[config.mk]
export PLATFORM = sky130hd
export DESIGN_NAME = sync_counter
export DESIGN_NICKNAME = d
export VERILOG_FILES = /design/src/verilog/counter_pkg.sv /design/src/verilog/sync_counter.sv
export VERILOG_INCLUDE_DIRS = /design/src /design/src/verilog
export SDC_FILE = /design/constraint.sdc
export NUM_CORES = 1
export LEC_CHECK = 0
export ABC_AREA = 1
export BUFFER_PORTS_ARGS = -buffer_cell sky130_fd_sc_hd__buf_2
export CAP_MARGIN = 20
export CORE_AREA = 3 3 81 83
export DETAILED_ROUTE_END_ITERATION = 8
export DIE_AREA = 0 0 84 86
export SYNTH_ARGS = -nofsm -noshare
export SYNTH_HDL_FRONTEND = slang
export SYNTH_SLANG_ARGS = --single-unit
export TNS_END_PERCENT = 50
[constraint.sdc]
create_clock -name aclk -period 3.1 [get_ports aclk]
set_input_delay 0.62 -clock aclk [delete_from_list [all_inputs] [get_ports aclk]]
set_output_delay 0.62 -clock aclk [all_outputs]
set_load 0.02 [all_outputs]
[src/verilog/counter_regs.svh]
// Constants for the 4-bit presettable counter and its register window.
// Assumes inclusion by bare name from the package and the counter file.
`ifndef COUNTER_REGS_SVH
`define COUNTER_REGS_SVH

`define CNT_W 4
`define CNT_ZERO 4'h0
`define CNT_ONE 4'h1
`define CNT_MAX 4'hf

`define ADDR_W 8
`define REG_STATUS 8'h00
`define REG_CMD 8'h04

`define CMD_ZERO_BIT 0
`define CMD_PRESET_BIT 1
`define CMD_DATA_LSB 4
`define CMD_DATA_MSB 7
`define STAT_CARRY_BIT 4

`define RESP_OKAY 2'h0
`define RESP_SLVERR 2'h2

`endif

[src/verilog/counter_pkg.sv]
// Types shared by the counter: bus channel states and the state record.
// Assumes counter_regs.svh is on the include path.
`include "counter_regs.svh"

package counter_pkg;

  typedef enum logic [0:0] {
    WR_IDLE,
    WR_RESP
  } wr_state_e;

  typedef enum logic [0:0] {
    RD_IDLE,
    RD_DATA
  } rd_state_e;

  typedef struct packed {
    logic [`CNT_W-1:0] cnt;
    wr_state_e wst;
    logic aw_got;
    logic w_got;
    logic [`ADDR_W-1:0] waddr;
    logic [31:0] wdata;
    logic [3:0] wstrb;
    logic [1:0] bresp;
    rd_state_e rst;
    logic [31:0] rdata;
    logic [1:0] rresp;
    logic cmd_zero;
    logic cmd_preset;
    logic [`CNT_W-1:0] cmd_data;
  } state_s;

endpackage : counter_pkg

[src/verilog/sync_counter.sv]
// 4-bit synchronous presettable binary counter with cascade carry,
// plus an AXI4-Lite window for status and one-shot software commands.
// Assumes all pins are synchronous to aclk; neighbour stages share aclk.
//
// How it works
// - Four flip-flops hold the count, shown on four parallel outputs.
// - All count bits load together on the rising clock edge.
// - Low preset input loads the preset data, ignoring both enables.
// - Low zero input clears the count to 0000, ignoring both enables.
// - Count up only with both enables high; otherwise hold.
// - Plain binary count wraps from fifteen to zero.
// - Carry high exactly when trickle enable high and count is 1111.
// - Control changes affect the count only at the next rising edge.
// - Only levels sampled at the edge choose hold, preset or count.
`include "counter_regs.svh"
`timescale 1ns/1ns
`default_nettype none

module sync_counter (
  input wire logic aclk,
  input wire logic aresetn,
  input wire logic [`CNT_W-1:0] preset_data,
  input wire logic preset_n,
  input wire logic zero_n,
  input wire logic parallel_count_enable,
  input wire logic trickle_count_enable,
  output logic [`CNT_W-1:0] count_value_out,
  output logic ripple_carry_out,
  input wire logic [`ADDR_W-1:0] s_axi_awaddr,
  input wire logic s_axi_awvalid,
  output logic s_axi_awready,
  input wire logic [31:0] s_axi_wdata,
  input wire logic [3:0] s_axi_wstrb,
  input wire logic s_axi_wvalid,
  output logic s_axi_wready,
  output logic [1:0] s_axi_bresp,
  output logic s_axi_bvalid,
  input wire logic s_axi_bready,
  input wire logic [`ADDR_W-1:0] s_axi_araddr,
  input wire logic s_axi_arvalid,
  output logic s_axi_arready,
  output logic [31:0] s_axi_rdata,
  output logic [1:0] s_axi_rresp,
  output logic s_axi_rvalid,
  input wire logic s_axi_rready
);

  counter_pkg::state_s st_r;
  counter_pkg::state_s st_nxt;

  logic zero_now;
  logic preset_now;
  logic count_now;
  logic [`CNT_W-1:0] load_val;
  logic aw_take;
  logic w_take;
  logic ar_take;

  function automatic logic at_full(input logic [`CNT_W-1:0] v);
    at_full = (v == `CNT_MAX);
  endfunction : at_full

  function automatic logic mapped(input logic [`ADDR_W-1:0] a);
    mapped = (a == `REG_STATUS) || (a == `REG_CMD);
  endfunction : mapped

  assign zero_now = !zero_n || st_r.cmd_zero;
  assign preset_now = !preset_n || st_r.cmd_preset;
  assign count_now = parallel_count_enable && trickle_count_enable;
  // Pin preset wins over a software preset landing on the same edge
  assign load_val = !preset_n ? preset_data : st_r.cmd_data;

  assign aw_take = s_axi_awvalid && s_axi_awready;
  assign w_take = s_axi_wvalid && s_axi_wready;
  assign ar_take = s_axi_arvalid && s_axi_arready;

  assign s_axi_awready = (st_r.wst == counter_pkg::WR_IDLE) && !st_r.aw_got;
  assign s_axi_wready = (st_r.wst == counter_pkg::WR_IDLE) && !st_r.w_got;
  assign s_axi_bvalid = (st_r.wst == counter_pkg::WR_RESP);
  assign s_axi_bresp = st_r.bresp;
  assign s_axi_arready = (st_r.rst == counter_pkg::RD_IDLE);
  assign s_axi_rvalid = (st_r.rst == counter_pkg::RD_DATA);
  assign s_axi_rdata = st_r.rdata;
  assign s_axi_rresp = st_r.rresp;

  assign count_value_out = st_r.cnt;
  assign ripple_carry_out = trickle_count_enable && at_full(st_r.cnt);

  always_comb begin
    st_nxt = st_r;

    if (zero_now) begin
      st_nxt.cnt = `CNT_ZERO;
    end else if (preset_now) begin
      st_nxt.cnt = load_val;
    end else if (count_now) begin
      st_nxt.cnt = st_r.cnt + `CNT_ONE;
    end

    // Software commands are one-shot: used on one edge, then dropped
    st_nxt.cmd_zero = 1'b0;
    st_nxt.cmd_preset = 1'b0;

    case (st_r.wst)
      counter_pkg::WR_IDLE: begin
        if (aw_take) begin
          st_nxt.aw_got = 1'b1;
          st_nxt.waddr = s_axi_awaddr;
        end
        if (w_take) begin
          st_nxt.w_got = 1'b1;
          st_nxt.wdata = s_axi_wdata;
          st_nxt.wstrb = s_axi_wstrb;
        end
        // Address and data come in either order; answer once both are in
        if (st_nxt.aw_got && st_nxt.w_got) begin
          st_nxt.wst = counter_pkg::WR_RESP;
          st_nxt.aw_got = 1'b0;
          st_nxt.w_got = 1'b0;
          st_nxt.bresp = mapped(st_nxt.waddr) ? `RESP_OKAY : `RESP_SLVERR;
          // Only byte lane 0 holds command bits
          if (st_nxt.waddr == `REG_CMD && st_nxt.wstrb[0]) begin
            st_nxt.cmd_zero = st_nxt.wdata[`CMD_ZERO_BIT];
            st_nxt.cmd_preset = st_nxt.wdata[`CMD_PRESET_BIT];
            st_nxt.cmd_data = st_nxt.wdata[`CMD_DATA_MSB:`CMD_DATA_LSB];
          end
        end
      end
      counter_pkg::WR_RESP: begin
        if (s_axi_bready) begin
          st_nxt.wst = counter_pkg::WR_IDLE;
        end
      end
      default: begin
        st_nxt.wst = counter_pkg::WR_IDLE;
      end
    endcase

    case (st_r.rst)
      counter_pkg::RD_IDLE: begin
        if (ar_take) begin
          st_nxt.rst = counter_pkg::RD_DATA;
          st_nxt.rdata = 32'h0000_0000;
          st_nxt.rresp = `RESP_OKAY;
          if (s_axi_araddr == `REG_STATUS) begin
            st_nxt.rdata[`CNT_W-1:0] = st_r.cnt;
            st_nxt.rdata[`STAT_CARRY_BIT] = ripple_carry_out;
          end else if (s_axi_araddr == `REG_CMD) begin
            st_nxt.rdata[`CMD_DATA_MSB:`CMD_DATA_LSB] = st_r.cmd_data;
          end else begin
            st_nxt.rresp = `RESP_SLVERR;
          end
        end
      end
      counter_pkg::RD_DATA: begin
        if (s_axi_rready) begin
          st_nxt.rst = counter_pkg::RD_IDLE;
        end
      end
      default: begin
        st_nxt.rst = counter_pkg::RD_IDLE;
      end
    endcase
  end

  // Reset is added for the bus side; a bare counter core would power up unknown
  // one edge for all bits
  always_ff @(posedge aclk) begin
    if (!aresetn) begin
      st_r <= '0;
    end else begin
      st_r <= st_nxt;
    end
  end

  // Checks on the counter core

  property p_zero;
    @(posedge aclk) disable iff (!aresetn)
    !zero_n |=> (count_value_out == `CNT_ZERO);
  endproperty
  a_zero: assert property (p_zero)
    else $error("zero input did not clear the count");

  property p_zero_first;
    @(posedge aclk) disable iff (!aresetn)
    (!zero_n && !preset_n) |=> (count_value_out == `CNT_ZERO);
  endproperty
  a_zero_first: assert property (p_zero_first)
    else $error("preset overrode the zero input");

  property p_preset;
    @(posedge aclk) disable iff (!aresetn)
    (zero_n && !st_r.cmd_zero && !preset_n)
      |=> (count_value_out == $past(preset_data));
  endproperty
  a_preset: assert property (p_preset)
    else $error("preset data not loaded");

  property p_count;
    @(posedge aclk) disable iff (!aresetn)
    (!zero_now && !preset_now && count_now)
      |=> (count_value_out == $past(count_value_out) + `CNT_ONE);
  endproperty
  a_count: assert property (p_count)
    else $error("enabled count did not advance by one");

  property p_hold;
    @(posedge aclk) disable iff (!aresetn)
    (!zero_now && !preset_now && !count_now) |=> $stable(count_value_out);
  endproperty
  a_hold: assert property (p_hold)
    else $error("count moved with no mode selected");

  property p_wrap;
    @(posedge aclk) disable iff (!aresetn)
    (!zero_now && !preset_now && count_now && count_value_out == `CNT_MAX)
      |=> (count_value_out == `CNT_ZERO) ##1 ($past(count_now) ||
      $past(zero_now) || $past(preset_now) || count_value_out == `CNT_ZERO);
  endproperty
  a_wrap: assert property (p_wrap)
    else $error("count did not wrap from fifteen to zero");

  property p_carry;
    @(posedge aclk) disable iff (!aresetn)
    ripple_carry_out == (trickle_count_enable && count_value_out == `CNT_MAX);
  endproperty
  a_carry: assert property (p_carry)
    else $error("ripple carry does not match terminal count");

  property p_no_early;
    @(posedge aclk) disable iff (!aresetn)
    ##1 (count_value_out != $past(count_value_out))
      |-> ($past(zero_now) || $past(preset_now) || $past(count_now));
  endproperty
  a_no_early: assert property (p_no_early)
    else $error("count changed without a qualifying edge");

  property p_sw_zero;
    @(posedge aclk) disable iff (!aresetn)
    (s_axi_bvalid && $rose(s_axi_bvalid) && st_r.cmd_zero)
      |=> (count_value_out == `CNT_ZERO);
  endproperty
  a_sw_zero: assert property (p_sw_zero)
    else $error("software zero command not applied");

  // Checks on the bus slave, plus carry low after a clear

  property p_bhold;
    @(posedge aclk) disable iff (!aresetn)
    (s_axi_bvalid && !s_axi_bready) |=> (s_axi_bvalid && $stable(s_axi_bresp));
  endproperty
  a_bhold: assert property (p_bhold)
    else $error("write response dropped before taken");

  property p_rhold;
    @(posedge aclk) disable iff (!aresetn)
    (s_axi_rvalid && !s_axi_rready) |=> (s_axi_rvalid && $stable(s_axi_rdata));
  endproperty
  a_rhold: assert property (p_rhold)
    else $error("read data dropped before taken");

  property p_rd_status;
    @(posedge aclk) disable iff (!aresetn)
    (ar_take && s_axi_araddr == `REG_STATUS)
      |=> (s_axi_rvalid && s_axi_rdata[`CNT_W-1:0] == $past(count_value_out));
  endproperty
  a_rd_status: assert property (p_rd_status)
    else $error("status read does not show the count");

  property p_rd_carry;
    @(posedge aclk) disable iff (!aresetn)
    (ar_take && s_axi_araddr == `REG_STATUS)
      |=> (s_axi_rdata[`STAT_CARRY_BIT] == $past(ripple_carry_out));
  endproperty
  a_rd_carry: assert property (p_rd_carry)
    else $error("status read does not show the carry");

  property p_sw_preset;
    @(posedge aclk) disable iff (!aresetn)
    ($rose(s_axi_bvalid) && st_r.cmd_preset && !st_r.cmd_zero && zero_n && preset_n)
      |=> (count_value_out == $past(st_r.cmd_data));
  endproperty
  a_sw_preset: assert property (p_sw_preset)
    else $error("software preset not applied");

  property p_zero_carry;
    @(posedge aclk) disable iff (!aresetn)
    !zero_n |=> !ripple_carry_out;
  endproperty
  a_zero_carry: assert property (p_zero_carry)
    else $error("carry high right after a clear");

endmodule : sync_counter

`default_nettype wire
; ---- Word-level counts from Yosys, hierarchy flattened
; Cells that the tools add are included.
[totals]
regBits = 41
elab_cells = 71
out_inout_bits = 46
in_bits = 67
[op_classes]
addsub = 1
eq_ne = 3
n_bitwise = 5
n_mux = 24
n_reduce_logical = 24
[ops]
columns = op, n
row1 = $mux 35, 1
row2 = $mux 12, 2
row3 = $mux 4, 5
row4 = $eq 8x3->1 const B, 2
row5 = $logic_not 8->1, 2
row6 = $mux 8, 2
row7 = $logic_and 1x1->1, 9
row8 = $mux 1, 7
row9 = $mux 2, 3
row10 = $mux 3, 2
row11 = $not 1->1, 5
row12 = $add 4x1->4 const B, 1
row13 = $eq 4x4->1 const B, 1
row14 = $logic_not 1->1, 4
row15 = $pmux 1 s2, 2
row16 = $reduce_and 2->1, 2
row17 = $reduce_or 4->1, 1
row18 = $logic_or 1x1->1, 3
row19 = $reduce_and 3->1, 1
row20 = $reduce_bool 2->1, 1
row21 = $reduce_or 2->1, 1

; ---- Depth between registers and ports, before layout
[depth]
ltp_word = 9
ltp_mapped = 10
ltp_nobuf = 10

; ---- Worst setup path after synthesis
; Ideal clock, no wire load.
[synth_timing]
path_type = input-to-reg
start = input port s_axi_awvalid
end = register st_r[0] (netlist bit)
path_stages = 9
setup_slack_ns = 1.435
n_path_buf = 1
required_ns = 3.036
arrival_ns = 1.601
setup_time_ns = 0.064
cell_sequence = buf_2 > a21oi_1 > nor2_2 > nand2_1 > nor2_4 > nand3_4 > nand2_1 > inv_1 > nor2_1
[synth_between]
elab_chain_cells = 6
elab_cells_between_ends = 9
cone_classes = eq/ne: 1 / mux: 4 / reduce/logical: 4
[synth_rtl]
columns = item, line_no
row1 = from (decl), sync_counter.sv:30  ; input wire logic s_axi_awvalid,
row2 = $logic_and 1x1->1 (*), sync_counter.sv:73  ; assign aw_take = s_axi_awvalid && s_axi_awready;
row3 = $mux 8, sync_counter.sv:106  ; if (aw_take) begin
row4 = $mux 8, sync_counter.sv:104  ; case (st_r.wst)
row5 = $eq 8x3->1 (no line), n/a
row6 = $logic_and 1x1->1, sync_counter.sv:122  ; if (st_nxt.waddr == `REG_CMD && st_nxt.wstrb[0]) begin
row7 = $reduce_and 3->1 (no line) (*), n/a
row8 = to (signal assigned), sync_counter.sv:172  ; st_r <= st_nxt;
row9 = to (decl), sync_counter.sv:48  ; counter_pkg::state_s st_r;
; Mark *: on every way between the ends. The rest lies on a longest branch, timed or not. The select of a mux whose other input is x is not followed.
; A chain may end at the register's enable or synchronous reset.

; ---- Final worst setup path
[layout_timing]
start = register st_r (netlist bit count_value_out[0])
end = output port ripple_carry_out
[layout_between]
elab_chain_cells = 2
[layout_rtl]
columns = item, line_no
row1 = $eq 4x4->1 (no line), n/a
row2 = $logic_and 1x1->1, sync_counter.sv:87  ; assign ripple_carry_out = trickle_count_enable && at_full(st_r.cnt);
row3 = to (decl), sync_counter.sv:28  ; output logic ripple_carry_out,
; Every way passes these cells.

==> key figures <==
Floorplanning
  • Die X-Extent: 84 µm
  • Placeable core area: 5920 µm²
  • Rows: 28
  • Die Y: 86 µm
  • Num ports: 113
  • Die area: 7220 µm²
  • Initial Util: 34.8%

STA
  • Max_slew headroom: 51.6%
  • Final hold slack: 0.467 ns
  • Fmax: 504 MHz
  • Max Slew Vio Count: 0
  • Setup violators final: 0
  • Total Neg Setup Slack: 0 ns
  • Worst clock skew: 0.00489 ns
  • Minimum clock period: 1.98 ns
  • Worst Max-Slew Pin Slew: 0.724 ns
  • RSZ-0062 raised after global routing: no
  • Final Hold Fails: 0
  • Tcrit/Tclk final: 64.0%

Routing
  • Routed len/inst: 9.98 µm
  • WL final: 3990 µm
  • Via count: 1697
  • Via density: 4.24
  • Post-DRT Antenna Nets: 0
  • Drt initial violations: 58
  • DRT Pass-1 Iters: 4
  • Drt drc: 0

Clocking
  • CTS Buf Count: 5
  • # Post-CTS Setup Buffers: 0
  • CTS Sinks: 39
  • Root Driver: clkbuf_8
  • CTS tree: built
  • Post-CTS resize count: 0
  • Register clock-pin slew on the reported worst setup and hold paths: 0.07 ns
  • H-Tree Depth: 2
  • Hold-fix buffers at CTS: 0
  • CTS Buffer Depth: 2
  • Worst-skew pair later-pin latency: 0.28 ns

Power and ir drop
  • Leakage: 1.13 nW
  • Pwr dens: 486 nW/µm²
  • Maximum VDD drop: 0.000229 V

Yosys
  • Avg Inst Size Synth: 7.34 µm²
  • Top cell type's share of synthesized area: 37.8%
  • #FFs+latches synth: 39
  • Area contributors post-synth: dfxtp_1 (38%), buf_4 (15%), nand2_1 (10%)
  • Synth cell types: 32
  • Warnings from Yosys: 0
  • Post-Syn Instances: 281
  • Sequential area share after synthesis: 37.8%
  • Yosys top cell by area: dfxtp_1
  • Synth Cell Area: 2060 µm²

GRT
  • Initial antenna violation count: 0
  • First-pass GRT wire length: 6630 µm
  • Largest net degree at the start of global routing: 25
  • Vias in the first global route: 1522
  • Global-route usage over all layers: 11.1%
  • Gr ovfl total: 0

Setup path
  • Arrival time of the worst setup path: 1.36 ns
  • Crit Path Category: reg2out
  • Worst path slowest cell: dfxtp_1
  • Crit Path Max Fanout: 6
  • Critical path, cell by cell: ha_1 -> nand2_1 -> nor2_1 -> buf_2
  • CP Capture Type: primary output
  • Startpoint Class: flip-flop
  • Req. time, crit path: 2.48 ns
  • Worst path max stage delay: 0.44 ns

Cells and area
  • Final-layout fill cell count: 638
  • Sequential cell area: 781 µm²
  • NumNets Final: 392
  • Layout cells sized above 1: 23.1%
  • Final Util: 38.8%
  • Antenna cells: 0
  • Layout area overhead: 11.3%
  • Area of the multi-input gates: 935 µm²

Place
  • PortBufs: 57
  • Hpwl dp: 3060 µm
  • GPL Wtd Cong: 0.740

Min path
  • Hold Path Class: reg2reg

Status
  • Status: finished, final reports clean

Run
  • MaxCap Viol Count: 0
## placed cells by master (no fill, tap or decap), types with 10 or more instances in the layout
cell / Yosys / final
o21ai_0: 12 / 12
inv_1: 30 / 30
buf_2: 2 / 57
nand3_1: 10 / 10
nand2_1: 56 / 56
nor2_1: 32 / 32
a21oi_1: 13 / 13
conb_1: 1 / 26
dfxtp_1: 39 / 39
## flip-flops by register name, indices dropped and copies added (netlist names)
signal and count:
st_r 23, s_axi_rdata 8, count_value_out 4, s_axi_bresp 1
s_axi_bvalid 1, s_axi_rresp 1, s_axi_rvalid 1
## metrics by stage
stage                     std cells  power, W  instance area [µm²]  worst slack, ns
final                           400   0.00112                 2300             1.12
after global routing            400   0.00119                 2300            0.993
after CTS                       400   0.00113                 2300             1.09
after detailed placement        392  0.000801                 2210             1.26
after global placement          392  0.000798                 2210             1.28
after floorplan                 306  0.000775                 2160             1.44
## layer usage
| layer | share of wire, % | track usage [%] | vias to the layer above |
|---|---|---|---|
| met5 | 0 | 0 | - |
| met4 | 0.63 | 3.51 | 0 |
| met3 | 7.3 | 3.27 | 2 |
| met2 | 45 | 17.9 | 54 |
| met1 | 47 | 14.4 | 727 |
| li1 | - | - | 914 |
## report_power, final
group	internal (W)	total [W]	leakage [nW]	switching [W]
Clock	0.000157	0.000328	0.0412	0.000170
Sequential	0.000533	0.000550	0.320	0.0000172
Combinational	0.0000760	0.000238	0.766	0.000162
Total	0.000766	0.00112	1.13	0.000349
## synth_stat cells
cell	n
a31oi_1	2
nor2_2	1
nor2_1	32
a41oi_1	1
o221ai_1	1
nand2_1	56
conb_1	1
nor4_1	1
clkbuf_1	4
nand4_1	4
nor3_1	5
inv_2	1
ha_1	1
a21oi_1	13
buf_4	40
nand2_8	1
nand3_1	10
nand3_4	1
o21ai_1	5
nand2_2	2
dfxtp_1	39
o21a_1	1
inv_1	30
nand3b_1	5
mux2i_1	2
o21ai_2	1
o21ai_0	12
nor2_8	1
buf_2	2
xnor2_1	1
nor2_4	3
o211ai_1	2
## critical path: cells and delay by family, from the launching register on
family / cells / cell delay, ns
buffers and inverters: 1 / 0.20
flip-flops: 1 / 0.44
AND/OR/NAND/NOR: 2 / 0.25
adder cells (fa/ha/maj): 1 / 0.20
## final timing paths
kind                                    startpoint               end  slack [ns]  cells past startpoint
worst max-delay path            count_value_out[0]  ripple_carry_out        1.12                      4
worst min-delay path                s_axi_rdata[5]    s_axi_rdata[5]        0.47                      2
worst max register to register        s_axi_bvalid           st_r[1]        1.37                      8
worst min register to register      s_axi_rdata[5]    s_axi_rdata[5]        0.47                      2
## cells by family after synthesis
group           share of synthesized area, %
fa+ha+maj                              0.606
mux                                    0.970
simple gates                            28.3
buf+inv                                 21.4
other cells                            0.182
flops                                   37.8
compound gates                          10.2
xor+xnor                               0.425
## final cells by class
cell class              instances  share of cell area [%]
clock inverters                 2                   0.545
repair buffers                 57                    12.4
well taps                      75                    4.09
clock buffers                   6                    3.16
multi-input cells             190                    40.7
inverters                      31                    5.07
flip-flops and latches         39                    34.0
No activity file was read; power rests on OpenSTA's default activity.
